File: src/logic/adfc_params.svh
// register offsets, field positions, reset values and timing counts for the dc feed control
`ifndef ADFC_PARAMS_SVH
`define ADFC_PARAMS_SVH
`define ADFC_OFF_LINE_STATE   12'h000
`define ADFC_OFF_RELAY        12'h004
`define ADFC_OFF_LOOP_CURRENT_LIMIT         12'h008
`define ADFC_OFF_VOC          12'h00c
`define ADFC_OFF_VCM          12'h010
`define ADFC_OFF_BOOST        12'h014
`define ADFC_OFF_LTH          12'h018
`define ADFC_OFF_HTH          12'h01c
`define ADFC_OFF_VOV          12'h020
`define ADFC_OFF_RINGING_HEADROOM      12'h024
`define ADFC_OFF_TRACK        12'h028
`define ADFC_OFF_OFFHK_TH     12'h02c
`define ADFC_OFF_ONHK_TH      12'h030
`define ADFC_OFF_LPF          12'h034
`define ADFC_OFF_DBI          12'h038
`define ADFC_OFF_STATUS       12'h03c
`define ADFC_OFF_FEED         12'h040
`define ADFC_LS_CODE_LSB      0
`define ADFC_LS_SHADOW_LSB    4
`define ADFC_ST_LCR_BIT       0
`define ADFC_ST_OFFHK_BIT     1
`define ADFC_RST_LINE_STATE   3'h0
`define ADFC_RST_LOOP_CURRENT_LIMIT         5'h00
`define ADFC_RST_V15          15'h0000
`define ADFC_RST_V16          16'h0000
`define ADFC_RST_DBI          16'h0010
`define ADFC_RST_LPF          4'h2
`define ADFC_SAMPLE_HZ        800
`define ADFC_CLK_HZ           10000000
`define ADFC_SAMPLE_CYC       (`ADFC_CLK_HZ / `ADFC_SAMPLE_HZ)
`define ADFC_Z_HIGH_OHM       10'h280
`define ADFC_Z_LOW_OHM        10'h140
`endif

File: src/logic/adfc_pkg.sv
// types shared by the dc feed control block
package adfc_pkg;
    typedef enum logic [2:0] {
        ADFC_LS_OPEN      = 3'h0,
        ADFC_LS_FWD_ACT   = 3'h1,
        ADFC_LS_FWD_OHT   = 3'h2,
        ADFC_LS_TIP_OPEN  = 3'h3,
        ADFC_LS_RINGING   = 3'h4,
        ADFC_LS_REV_ACT   = 3'h5,
        ADFC_LS_REV_OHT   = 3'h6,
        ADFC_LS_RING_OPEN = 3'h7
    } adfc_line_state_t;

    typedef struct packed {
        logic       tip_drive_en;
        logic       ring_drive_en;
        logic       reverse_pol;
        logic       audio_powered;
        logic       standby_low_power;
        logic       ringing_en;
        logic       high_z_src;
        logic [9:0] src_impedance_ohm;
        logic [15:0] feed_voltage;
    } adfc_feed_t;
endpackage

File: src/logic/adfc_feed_ctrl.sv
// dc feed state decode, adaptive linefeed and loop closure detection with apb registers
`timescale 1ns/1ps
`include "adfc_params.svh"

// Contract
// - state 101 keeps feed active, audio off until off-hook detected.
// - active state with on-hook loop enters reduced-power standby.
// - state 110 gives reverse polarity on-hook transmission, data path usable.
// - state 111 sets ring lead high impedance, tip lead driven.
// - current limit is 5 bits, 18 mA at 0 to 45 mA at 1f.
// - feed uses both headrooms, open voltage, thresholds, boost, current limit.
// - integrated stage: 640 ohm before transition, 320 ohm after.
// - discrete stage: 320 ohm before and after transition.
// - falling voltage at lower threshold: 320 ohm and add boost.
// - after transition keep 320 ohm until current limit, then constant current.
// - loop opening leaves constant current back to 320 ohm region.
// - rising voltage at upper threshold restores impedance, removes boost.
// - zero boost removes boost but impedance still switches.
// - loop closure uses on/off thresholds, current filter, debounce settings.
// - debounced loop closure sets loop_closure_flag in status.
// - reset line state is open, all drive high impedance.
// - codes 001..100 select forward active, forward oht, tip open, ringing.
// - low battery: tracked voltage is battery minus headroom sum.
module adfc_feed_ctrl
    import adfc_pkg::*;
#(
    parameter int SAMPLE_CYC = `ADFC_SAMPLE_CYC,
    parameter bit DISCRETE   = 1'b0
) (
    input  wire logic        pclk,
    input  wire logic        presetn,
    input  wire logic        psel,
    input  wire logic        penable,
    input  wire logic        pwrite,
    input  wire logic [11:0] paddr,
    input  wire logic [31:0] pwdata,
    output logic      [31:0] prdata,
    output logic             pready,
    output logic             pslverr,
    input  wire logic [15:0] vloop_meas,
    input  wire logic [15:0] iloop_meas,
    input  wire logic [15:0] vbat_meas,
    output adfc_feed_t       feed,
    output logic             const_current,
    output logic             battery_rail_select
);
    // ----------------------------------------------------------------
    // parameter checks
    // ----------------------------------------------------------------
    // the tick counter is 16 bits wide, so longer sample periods cannot be served
    if (SAMPLE_CYC < 2 || SAMPLE_CYC > 65535) begin : g_bad_sample
        $error("sample period out of range");
    end

    // ----------------------------------------------------------------
    // registers
    // ----------------------------------------------------------------
    logic [2:0]  line_state_code_reg;
    logic [2:0]  line_state_shadow_reg;
    logic [7:0]  relay_battery_ctrl_reg;
    logic [4:0]  loop_current_limit_reg;
    logic [14:0] open_voltage_reg;
    logic [14:0] common_headroom_reg;
    logic [14:0] boost_reg;
    logic [15:0] lower_th_reg;
    logic [15:0] upper_th_reg;
    logic [14:0] battery_headroom_reg;
    logic [14:0] ringing_headroom_reg;
    logic [15:0] tracked_open_voltage_reg;
    logic [15:0] offhk_th_reg;
    logic [15:0] onhk_th_reg;
    logic [3:0]  lpf_shift_reg;
    logic [15:0] dbi_reg;
    logic        loop_closure_flag_reg;
    logic        offhook_reg;
    logic        low_z_region_reg;

    logic        wr_en;
    logic        rd_en;
    logic        addr_ok;
    logic        sample_tick;
    logic [15:0] tick_cnt_reg;

    assign pready  = 1'b1;
    assign wr_en   = psel && penable && pwrite;
    assign rd_en   = psel && penable && !pwrite;
    assign pslverr = psel && penable && !addr_ok;
    assign battery_rail_select = relay_battery_ctrl_reg[0];

    function automatic logic decode_ok(input logic [11:0] a);
        decode_ok = (a[1:0] == 2'h0) && (a <= `ADFC_OFF_FEED);
    endfunction
    assign addr_ok = decode_ok(paddr);

    // ----------------------------------------------------------------
    // register writes; line state defaults to open
    // ----------------------------------------------------------------
    always_ff @(posedge pclk or negedge presetn) begin
        if (!presetn) begin
            line_state_code_reg    <= `ADFC_RST_LINE_STATE;
            relay_battery_ctrl_reg <= 8'h00;
            loop_current_limit_reg <= `ADFC_RST_LOOP_CURRENT_LIMIT;
            open_voltage_reg       <= `ADFC_RST_V15;
            common_headroom_reg    <= `ADFC_RST_V15;
            boost_reg              <= `ADFC_RST_V15;
            lower_th_reg           <= `ADFC_RST_V16;
            upper_th_reg           <= `ADFC_RST_V16;
            battery_headroom_reg   <= `ADFC_RST_V15;
            ringing_headroom_reg   <= `ADFC_RST_V15;
            offhk_th_reg           <= `ADFC_RST_V16;
            onhk_th_reg            <= `ADFC_RST_V16;
            lpf_shift_reg          <= `ADFC_RST_LPF;
            dbi_reg                <= `ADFC_RST_DBI;
        end else if (wr_en && addr_ok) begin
            case (paddr)
                `ADFC_OFF_LINE_STATE: line_state_code_reg <= pwdata[2:0];
                `ADFC_OFF_RELAY:      relay_battery_ctrl_reg <= pwdata[7:0];
                `ADFC_OFF_LOOP_CURRENT_LIMIT:       loop_current_limit_reg <= pwdata[4:0];
                `ADFC_OFF_VOC:        open_voltage_reg <= pwdata[14:0];
                `ADFC_OFF_VCM:        common_headroom_reg <= pwdata[14:0];
                `ADFC_OFF_BOOST:      boost_reg <= pwdata[14:0];
                `ADFC_OFF_LTH:        lower_th_reg <= pwdata[15:0];
                `ADFC_OFF_HTH:        upper_th_reg <= pwdata[15:0];
                `ADFC_OFF_VOV:        battery_headroom_reg <= pwdata[14:0];
                `ADFC_OFF_RINGING_HEADROOM:    ringing_headroom_reg <= pwdata[14:0];
                `ADFC_OFF_OFFHK_TH:   offhk_th_reg <= pwdata[15:0];
                `ADFC_OFF_ONHK_TH:    onhk_th_reg <= pwdata[15:0];
                `ADFC_OFF_LPF:        lpf_shift_reg <= pwdata[3:0];
                `ADFC_OFF_DBI:        dbi_reg <= pwdata[15:0];
                default: ;
            endcase
        end
    end

    // ----------------------------------------------------------------
    // read mux
    // ----------------------------------------------------------------
    always_comb begin
        prdata = 32'h0000_0000;
        if (rd_en) begin
            case (paddr)
                `ADFC_OFF_LINE_STATE: prdata = {25'h0, line_state_shadow_reg, 1'b0,
                                                line_state_code_reg};
                `ADFC_OFF_RELAY:      prdata = {24'h0, relay_battery_ctrl_reg};
                `ADFC_OFF_LOOP_CURRENT_LIMIT:       prdata = {27'h0, loop_current_limit_reg};
                `ADFC_OFF_VOC:        prdata = {17'h0, open_voltage_reg};
                `ADFC_OFF_VCM:        prdata = {17'h0, common_headroom_reg};
                `ADFC_OFF_BOOST:      prdata = {17'h0, boost_reg};
                `ADFC_OFF_LTH:        prdata = {16'h0, lower_th_reg};
                `ADFC_OFF_HTH:        prdata = {16'h0, upper_th_reg};
                `ADFC_OFF_VOV:        prdata = {17'h0, battery_headroom_reg};
                `ADFC_OFF_RINGING_HEADROOM:    prdata = {17'h0, ringing_headroom_reg};
                `ADFC_OFF_TRACK:      prdata = {16'h0, tracked_open_voltage_reg};
                `ADFC_OFF_OFFHK_TH:   prdata = {16'h0, offhk_th_reg};
                `ADFC_OFF_ONHK_TH:    prdata = {16'h0, onhk_th_reg};
                `ADFC_OFF_LPF:        prdata = {28'h0, lpf_shift_reg};
                `ADFC_OFF_DBI:        prdata = {16'h0, dbi_reg};
                `ADFC_OFF_STATUS:     prdata = {30'h0, offhook_reg, loop_closure_flag_reg};
                `ADFC_OFF_FEED:       prdata = {15'h0, const_current, low_z_region_reg,
                                                feed.src_impedance_ohm[9:0], 5'h0};
                default:              prdata = 32'h0000_0000;
            endcase
        end
    end

    // ----------------------------------------------------------------
    // monitor sample enable (800 Hz)
    // ----------------------------------------------------------------
    always_ff @(posedge pclk or negedge presetn) begin
        if (!presetn)
            tick_cnt_reg <= 16'h0000;
        else if (sample_tick)
            tick_cnt_reg <= 16'h0000;
        else
            tick_cnt_reg <= tick_cnt_reg + 16'h0001;
    end
    assign sample_tick = (tick_cnt_reg == 16'(SAMPLE_CYC - 1));

    // ----------------------------------------------------------------
    // tracked open voltage; saturating so a short battery never wraps
    // ----------------------------------------------------------------
    logic [16:0] headroom_sum;
    logic [16:0] need_sum;
    assign headroom_sum = {2'b00, battery_headroom_reg} + {2'b00, common_headroom_reg};
    assign need_sum     = headroom_sum + {2'b00, open_voltage_reg};

    always_ff @(posedge pclk or negedge presetn) begin
        if (!presetn)
            tracked_open_voltage_reg <= `ADFC_RST_V16;
        else if (sample_tick) begin
            if ({1'b0, vbat_meas} >= need_sum)
                tracked_open_voltage_reg <= {1'b0, open_voltage_reg};
            else if ({1'b0, vbat_meas} > headroom_sum)
                tracked_open_voltage_reg <= 16'({1'b0, vbat_meas} - headroom_sum);
            else
                tracked_open_voltage_reg <= 16'h0000;
        end
    end

    // ----------------------------------------------------------------
    // adaptive region with hysteresis; thresholds are signed offsets
    // ----------------------------------------------------------------
    logic signed [17:0] low_trip;
    logic signed [17:0] high_trip;
    logic signed [17:0] vloop_s;
    assign low_trip  = $signed({2'b00, tracked_open_voltage_reg})
                       + $signed({{2{lower_th_reg[15]}}, lower_th_reg});
    assign high_trip = $signed({2'b00, tracked_open_voltage_reg})
                       + $signed({{2{upper_th_reg[15]}}, upper_th_reg});
    assign vloop_s   = $signed({2'b00, vloop_meas});

    always_ff @(posedge pclk or negedge presetn) begin
        if (!presetn)
            low_z_region_reg <= 1'b0;
        else if (sample_tick) begin
            if (!low_z_region_reg && vloop_s <= low_trip)
                low_z_region_reg <= 1'b1;
            else if (low_z_region_reg && vloop_s >= high_trip)
                low_z_region_reg <= 1'b0;
        end
    end

    // ----------------------------------------------------------------
    // loop current filter and debounced closure detection
    // ----------------------------------------------------------------
    logic [15:0] ifilt_reg;
    logic [15:0] dbi_cnt_reg;
    logic        raw_closed;
    logic [16:0] ifilt_step;
    assign ifilt_step = ({1'b0, iloop_meas} >= {1'b0, ifilt_reg})
                      ? 17'(({1'b0, iloop_meas} - {1'b0, ifilt_reg}) >> lpf_shift_reg)
                      : 17'(({1'b0, ifilt_reg} - {1'b0, iloop_meas}) >> lpf_shift_reg);

    always_ff @(posedge pclk or negedge presetn) begin
        if (!presetn)
            ifilt_reg <= 16'h0000;
        else if (sample_tick) begin
            if (iloop_meas >= ifilt_reg)
                ifilt_reg <= ifilt_reg + ifilt_step[15:0];
            else
                ifilt_reg <= ifilt_reg - ifilt_step[15:0];
        end
    end

    // off-hook and on-hook thresholds differ, so the raw state has its own hysteresis
    assign raw_closed = offhook_reg ? (ifilt_reg > onhk_th_reg) : (ifilt_reg >= offhk_th_reg);

    always_ff @(posedge pclk or negedge presetn) begin
        if (!presetn) begin
            dbi_cnt_reg <= 16'h0000;
            offhook_reg <= 1'b0;
        end else if (sample_tick) begin
            if (raw_closed == offhook_reg)
                dbi_cnt_reg <= 16'h0000;
            else if (dbi_cnt_reg >= dbi_reg) begin
                dbi_cnt_reg <= 16'h0000;
                offhook_reg <= raw_closed;
            end else
                dbi_cnt_reg <= dbi_cnt_reg + 16'h0001;
        end
    end

    // sticky flag, write one to clear; a new closure in the clear cycle wins
    logic closure_event;
    assign closure_event = sample_tick && (raw_closed != offhook_reg) && raw_closed
                           && (dbi_cnt_reg >= dbi_reg);
    always_ff @(posedge pclk or negedge presetn) begin
        if (!presetn)
            loop_closure_flag_reg <= 1'b0;
        else if (closure_event)
            loop_closure_flag_reg <= 1'b1;
        else if (wr_en && paddr == `ADFC_OFF_STATUS && pwdata[`ADFC_ST_LCR_BIT])
            loop_closure_flag_reg <= 1'b0;
    end

    // ----------------------------------------------------------------
    // shadow of the state in effect, updated on the sample clock
    // ----------------------------------------------------------------
    always_ff @(posedge pclk or negedge presetn) begin
        if (!presetn)
            line_state_shadow_reg <= `ADFC_RST_LINE_STATE;
        else if (sample_tick)
            line_state_shadow_reg <= line_state_code_reg;
    end

    // ----------------------------------------------------------------
    // state decode and feed output
    // ----------------------------------------------------------------
    adfc_line_state_t ls;
    logic [16:0] boosted;
    assign ls = adfc_line_state_t'(line_state_shadow_reg);
    assign boosted = {1'b0, tracked_open_voltage_reg} + {2'b00, boost_reg};

    always_ff @(posedge pclk or negedge presetn) begin
        if (!presetn)
            const_current <= 1'b0;
        else if (!low_z_region_reg || !offhook_reg)
            const_current <= 1'b0;
        else
            const_current <= (ifilt_reg >= {11'h000, loop_current_limit_reg});
    end

    always_ff @(posedge pclk or negedge presetn) begin
        if (!presetn)
            feed <= '0;
        else begin
            feed.tip_drive_en  <= !(ls == ADFC_LS_OPEN || ls == ADFC_LS_TIP_OPEN);
            feed.ring_drive_en <= !(ls == ADFC_LS_OPEN || ls == ADFC_LS_RING_OPEN);
            feed.reverse_pol   <= (ls == ADFC_LS_REV_ACT || ls == ADFC_LS_REV_OHT) ||
                                  (ls == ADFC_LS_RING_OPEN);
            feed.audio_powered <= ((ls == ADFC_LS_FWD_ACT || ls == ADFC_LS_REV_ACT)
                                   && offhook_reg)
                                  || ls == ADFC_LS_FWD_OHT || ls == ADFC_LS_REV_OHT;
            feed.standby_low_power <= (ls == ADFC_LS_FWD_ACT || ls == ADFC_LS_REV_ACT)
                                      && !offhook_reg;
            feed.ringing_en    <= (ls == ADFC_LS_RINGING);
            feed.high_z_src    <= (ls == ADFC_LS_OPEN);
            feed.src_impedance_ohm <= (DISCRETE || low_z_region_reg)
                                      ? `ADFC_Z_LOW_OHM : `ADFC_Z_HIGH_OHM;
            feed.feed_voltage  <= low_z_region_reg ? boosted[15:0]
                                  : tracked_open_voltage_reg;
        end
    end
endmodule

File: config.mk
export PLATFORM = sky130hd
export DESIGN_NAME = adfc_feed_ctrl
export DESIGN_NICKNAME = d
export VERILOG_FILES = /design/src/logic/adfc_pkg.sv /design/src/logic/adfc_feed_ctrl.sv
export VERILOG_INCLUDE_DIRS = /design/src /design/src/logic
export SDC_FILE = /design/constraint.sdc
export NUM_CORES = 1
export LEC_CHECK = 0
export BUFFER_PORTS_ARGS = -buffer_cell sky130_fd_sc_hd__buf_2
export CAP_MARGIN = 20
export CORE_MARGIN = 3
export CORE_UTILIZATION = 25
export CTS_CLUSTER_SIZE = 30
export DETAILED_ROUTE_END_ITERATION = 12
export PLACE_DENSITY = 0.47
export REMOVE_ABC_BUFFERS = 1
export SYNTH_ARGS = -nofsm -noshare
export SYNTH_HDL_FRONTEND = slang
export SYNTH_SLANG_ARGS = --single-unit
File: constraint.sdc
create_clock -name pclk -period 13.2 [get_ports pclk]
set_input_delay 1.32 -clock pclk [delete_from_list [all_inputs] [get_ports pclk]]
set_output_delay 1.32 -clock pclk [all_outputs]
set_load 0.02 [all_outputs]
==> run_results.csv, run 1 <==
group,metric,value,unit
synth,synth_compound_area_share,20.11,%
synth,synthArstFlopShare,100.0,%
pwr,power.net_switching,0.5224,mW
global_routing,antenna_found_initial,5,
synth,synth-simple-area-share,11.89,%
synth,synthesis.area,0.02206,sq mm
clock_network,htreeDepth,1,
pwr,comb_power_share,12.3,%
synth,ys.flop_type,"dfrtp_1",
sta,worst_pin_slew,1.133,ns
synth,syn_inst,2341,
pwr,power_density,79.48,mW/mm^2
setup_path,worst_path_max_delay_cell,"ha_1",
floorplan,die_h,303.0,um
clock_network,ctsLongestPathBuffers,3,
place,gp_congestion,0.8356,
floorplan,die_x,303.0,um
pwr,power.leakage,11.53,nW
pwr,peakVddDrop,0.08805,mV
clock_network,cts_resized,0,
finish,design_area,0.02492,sq mm
setup_path,crit_family,"compound AO/OA/AOI/OAI gates",
finish,nets,2782,
clock_network,numCtsBuffers,31,
global_routing,grt-ovfl-total,0,
setup_path,worst_r2r_startpoint,"ifilt_reg[10]$_DFFE_PN0N_",
pwr,internal_power,1.459,mW
hold_path,hold_class,"flip-flop to flip-flop",
synth,synth_cell_types,99,
hold_path,min_to,"tick_cnt_reg[15]$_DFF_PN0_",
finish,postLayoutCoreUtil,28.60,%
clock_network,hold_buffers,0,
setup_path,cp-start-kind,"primary input",
floorplan,core-area,0.08716,sq mm
sta,rsz0062_at_grt,"no",
global_routing,grt_pass1_wl,111.8,mm
setup_path,cpPeakStageDelay,0.57,ns
drt,vias,17960,
drt,route.detailed.drc,0,
sta,max_freq,0.1224,GHz
finish,largest_reg_flops,25,
setup_path,timing.rr.end,"ifilt_reg[15]$_DFFE_PN0N_",
setup_path,crit_type,"primary input to flip-flop",
global_routing,grt_max_degree,167,
floorplan,initial_core_util,25.31,%
setup_path,crit_buf_inv,3,
synth,synth_top_family_by_area,"compound AO/OA/AOI/OAI gates",
sta,slew_viol_final,0,
setup_path,crit_required,13.65,ns
place,dp_hpwl,58.27,mm
place,portBuffers,127,
drt,wl_per_cell,20.66,um
hold_path,worstHoldStart,"tick_cnt_reg[15]$_DFF_PN0_",
drt,wl,74.54,mm
setup_path,ff2ff_path_depth,27,
clock_network,clock_latency,0.58,ns
sta,setup_violations,0,
sta,fin_crit,8.171,ns
synth,synth_warnings,0,
synth,synthAdderAreaFrac,14.94,%
drt,drtIter0Drc,1129,
setup_path,reg2reg_slack,5.23,ns
sta,min_period_over_period,61.90,%
clock_network,root_buffer,"clkbuf_16",
sta,finClkSkew,0.01025,ns
pwr,p_sw_share,26.37,%
pwr,p_clk_share,45.7,%
clock_network,cts_tree,"done",
job,drv.max_cap_violation_count,0,
hold_path,hold_depth,1,
setup_path,cp_max_fo,23,
floorplan,die_area,0.09184,sq mm
setup_path,endpoint_kind,"flip-flop",
finish,regMostFlops,"feed",
setup_path,arrival,8.62,ns
synth,synth_edf_count,0,
run_status,status,"finished, final reports clean",
finish,nFillCells,9300,
drt,ant_nets,0,
floorplan,core.rowCount,108,
clock_network,clkSlewWorstSetupHoldPaths,0.06,ns
setup_path,crit_path_start,"iloop_meas[12]",
synth,ys_seq_elements,271,
drt,viasPerCell,4.978,
sta,finalHoldViolCount,0,
floorplan,io_pins,166,
synth,ys_seq_area_share,30.75,%
global_routing,grt_pass1_vias,17950,
synth,syn_avg_cell_area,9.423,sq um
global_routing,grt_usage,15.90,%
pwr,p_seq_share,42.0,%
clock_network,clkSinkCount,271,
sta,max_slew_margin,24.28,%
sta,whs,0.4705,ns
drt,drtPass1Iterations,6,
place,placed_area,0.02385,sq mm
finish,drive_gt1_share,17.88,%
finish,area_growth,12.99,%
synth,synth-xor-area-share,5.116,%
sta,fin_tns_setup,0,ns
clock_network,post_cts.repair.setup_buffers,0,
synth,synth_mux_area_share,11.61,%
==> worst max path at each step <==
stage | to | slack [ns] | cells after the start
floorplan | ifilt_reg[15]$_DFFE_PN0N_ | 5.61 | 30
global placement | ifilt_reg[15]$_DFFE_PN0N_ | 4.41 | 29
detailed placement | ifilt_reg[15]$_DFFE_PN0N_ | 4.40 | 32
CTS | ifilt_reg[15]$_DFFE_PN0N_ | 5.02 | 32
global route | ifilt_reg[15]$_DFFE_PN0N_ | 4.33 | 32
finish | ifilt_reg[15]$_DFFE_PN0N_ | 5.03 | 32
==> per-stage QoR <==
step                power, mW  setup WS [ns]  instances
global placement        1.092          4.412       3548
detailed placement      1.092          4.400       3548
finish                  1.981          5.029       3608
floorplan               1.004          5.607       2244
global route            2.070          4.335       3605
CTS                     2.007          5.018       3604
==> cell usage after synthesis (all sizes together), types with 7 or more instances <==
library cell / instances / area share, %
buf: 56 / 1.6
nor3: 45 / 1.0
mux2i: 27 / 1.2
fa: 9 / 0.82
and2: 12 / 0.35
o31ai: 7 / 0.24
a21oi: 114 / 2.6
xnor2: 79 / 3.1
mux2: 193 / 9.9
a22oi: 32 / 1.1
nand3: 43 / 0.98
nand2b: 19 / 0.54
o211ai: 22 / 0.90
a211oi: 15 / 0.59
a21o: 68 / 2.3
o21ai: 118 / 2.7
and3: 29 / 0.82
nand2: 161 / 2.8
a222oi: 10 / 0.45
or3: 10 / 0.28
o21bai: 22 / 0.77
a221oi: 41 / 1.6
a2111oi: 8 / 0.43
nand4: 25 / 0.74
a41oi: 8 / 0.35
nor2: 125 / 2.1
nor4: 11 / 0.34
a211o: 7 / 0.28
clkbuf: 61 / 1.0
nor2b: 25 / 0.71
nor3b: 8 / 0.27
inv: 169 / 2.9
a21boi: 17 / 0.58
nand3b: 8 / 0.27
a22o: 38 / 1.5
dfrtp: 269 / 31
o221ai: 7 / 0.31
a31oi: 31 / 0.88
ha: 249 / 14
xor2: 49 / 2.0
o21a: 29 / 0.99
==> layout by cell type (no fill, tap or decap), drive strengths merged, types with 38 or more instances in the layout <==
master and instances:
nor3 45, a221oi 41, dfrtp 269, nor2 125, xnor2 79, o21ai 118, ha 249, mux2 193
buf 150, a22o 38, nand2 161, xor2 49, inv 169, clkbuf 40, a21o 68, nand3 43
a21oi 114
==> layer usage <==
metal	vias up	global-route usage, %	part of all wire, %
li1	8743	-	-
met1	8777	22.10	47
met2	369	26.36	46
met3	71	2.147	4.6
met4	2	3.146	1.8
met5	-	0	0.017
==> power groups by stage <==
stage | sequential (mW) | combinational [mW] | clock [mW]
after floorplan | 0.847 | 0.157 | 0
after global placement | 0.847 | 0.245 | 0
after detailed placement | 0.847 | 0.245 | 0
after CTS | 0.831 | 0.246 | 0.929
after global routing | 0.831 | 0.275 | 0.964
final | 0.832 | 0.243 | 0.906
==> logic make-up (layout without fill, tap and decap cells) <==
logic type	Yosys count	in the layout
flops	271	271
fa+ha+maj	258	258
xor+xnor	128	128
buf+inv	287	376
simple gates	539	539
other cells	2	25
compound gates	631	631
mux	225	225
==> layout make-up <==
| type | count | area [sq um] | share of cell area, % |
|---|---|---|---|
| multi-input combinational | 1803 | 14150 | 56.79 |
| sequential | 271 | 6784 | 27.22 |
| tap | 1155 | 1445 | 5.798 |
| clock buffer | 40 | 859.6 | 3.449 |
| timing repair buffer | 150 | 838.3 | 3.363 |
| inverter | 170 | 638.1 | 2.560 |
| clock inverter | 16 | 196.4 | 0.7882 |
| antenna | 3 | 7.507 | 0.03012 |
(Power assumes the default switching activity.)
==> run 2, diff against run 1 <==
==> constraint.sdc (replaced) <==
create_clock -name pclk -period 7.7 [get_ports pclk]
set_input_delay 0.77 -clock pclk [delete_from_list [all_inputs] [get_ports pclk]]
set_output_delay 0.77 -clock pclk [all_outputs]
set_load 0.02 [all_outputs]
==> run_results.csv, run 2 (same netlist as run 1, synthesis figures left out) <==
group,metric,value,unit
run_status,status,"finished, final reports clean",
global_routing,top_usage_layer,"met2",
global_routing,grt-ovfl-total,0,
floorplan,die_area,0.09184,sq mm
finish,nets,2832,
clock_network,post_cts.repair.setup_buffers,0,
floorplan,die_x,303.0,um
global_routing,grt_usage,16.07,%
clock_network,ctsLongestPathBuffers,3,
global_routing,grt_max_degree,165,
sta,slew_viol_final,0,
floorplan,die_h,303.0,um
floorplan,core.rowCount,108,
finish,regMostFlops,"feed",
pwr,power_density,137.3,mW/mm^2
drt,wl_per_cell,20.51,um
global_routing,grt_pass1_vias,18270,
finish,largest_reg_flops,25,
setup_path,crit_required,8.15,ns
drt,route.detailed.drc,0,
hold_path,hold_class,"primary input to asynchronous set/reset pin",
place,placed_area,0.02421,sq mm
sta,max_slew_margin,18.77,%
clock_network,clkSinkCount,271,
setup_path,worst_r2r_startpoint,"ifilt_reg[4]$_DFFE_PN0N_",
drt,viasPerCell,5.005,
clock_network,htreeDepth,1,
finish,design_area,0.02533,sq mm
setup_path,cp-start-kind,"flip-flop",
place,place_ws,0.2936,ns
setup_path,crit_buf_inv,2,
drt,drtPass1Iterations,6,
sta,finalHoldViolCount,0,
clock_network,numCtsBuffers,31,
place,portBuffers,127,
setup_path,worst_path_max_delay_cell,"ha_1",
place,dp_hpwl,59.13,mm
setup_path,cpPeakStageDelay,0.53,ns
sta,rsz0062_at_grt,"no",
sta,finClkSkew,0.01610,ns
pwr,peakVddDrop,0.1362,mV
job,drv.max_cap_violation_count,0,
setup_path,crit_family,"compound AO/OA/AOI/OAI gates",
sta,min_period_over_period,91.44,%
clock_network,clock_latency,0.60,ns
global_routing,use_met3,1.882,%
sta,max_freq,0.1420,GHz
global_routing,antenna_found_initial,8,
finish,drive_gt1_share,19.42,%
sta,fin_ws,0.6592,ns
pwr,power.leakage,11.79,nW
setup_path,arrival,7.49,ns
floorplan,initial_core_util,25.31,%
floorplan,core-area,0.08716,sq mm
finish,final_common_cell,"dfrtp_1",
sta,worst_pin_slew,1.216,ns
setup_path,path_common_cell,"a21oi_1",
setup_path,crit_path_start,"ifilt_reg[4]$_DFFE_PN0N_",
clock_network,root_buffer,"clkbuf_16",
sta,setup_violations,0,
sta,fin_tns_setup,0,ns
setup_path,endpoint_kind,"flip-flop",
drt,ant_nets,0,
finish,final_cell_mix,"269 x dfrtp_1, 249 x ha_1, 193 x mux2_2",
clock_network,clkSlewWorstSetupHoldPaths,0.06,ns
drt,wl,75.03,mm
clock_network,cts_tree,"done",
drt,drtIter0Drc,1186,
place,gp_congestion,0.8503,
setup_path,crit_type,"flip-flop to flip-flop",
clock_network,hold_buffers,0,
drt,vias,18310,
clock_network,cts_resized,0,
sta,fin_crit,7.041,ns
floorplan,io_pins,166,
global_routing,use_met2,26.33,%
finish,area_growth,14.83,%
global_routing,grtUsageMet1,22.77,%
setup_path,cp_max_fo,9,
global_routing,grt_pass1_wl,113.6,mm
run 2: where the power goes:
group          internal [mW]  switching [mW]  total [mW]
sequential              1.42        0.000695        1.43
clock                  0.961           0.645        1.61
combinational          0.181           0.266       0.447
total                   2.57           0.911        3.48
run 2: stage by stage:
step	hold slack, ns	power (mW)	std cells	utilization, %
global route	0.3255	3.625	3657	29.06
detailed placement	0.4664	1.901	3597	27.78
global placement	0.4669	1.903	3597	27.78
CTS	0.2888	3.523	3655	29.03
finish	0.2700	3.478	3659	29.06
floorplan	0.4466	1.722	2244	-
run 2: worst paths after layout:
check / to / slack [ns] / depth (start not counted)
max: ifilt_reg[14]$_DFFE_PN0N_ / 0.66 / 29
max reg2reg: ifilt_reg[14]$_DFFE_PN0N_ / 0.66 / 29
max in group asynchronous: ringing_headroom_reg[13]$_DFFE_PN0P_ / 5.90 / 2
min reg2reg: tick_cnt_reg[15]$_DFF_PN0_ / 0.48 / 1
min: open_voltage_reg[6]$_DFFE_PN0P_ / 0.27 / 1
min in group pclk: tick_cnt_reg[15]$_DFF_PN0_ / 0.48 / 1
run 2: layer usage:
layer	up-vias	part of all wire, %
met3	66	4.5
met4	6	1.9
met1	9026	48
met2	385	46
li1	8830	-
met5	-	0.048
run 2: layout make-up:
| cell class | instances | area [sq um] |
|---|---|---|
| multi-input cells | 1803 | 14150 |
| diodes | 2 | 5.005 |
| clock inverters | 10 | 163.9 |
| well taps | 1155 | 1445 |
| flip-flops and latches | 271 | 6784 |
| inverters | 170 | 638.1 |
| fillers | 9319 | 61830 |
| clock buffers | 48 | 929.6 |
| repair buffers | 200 | 1214 |
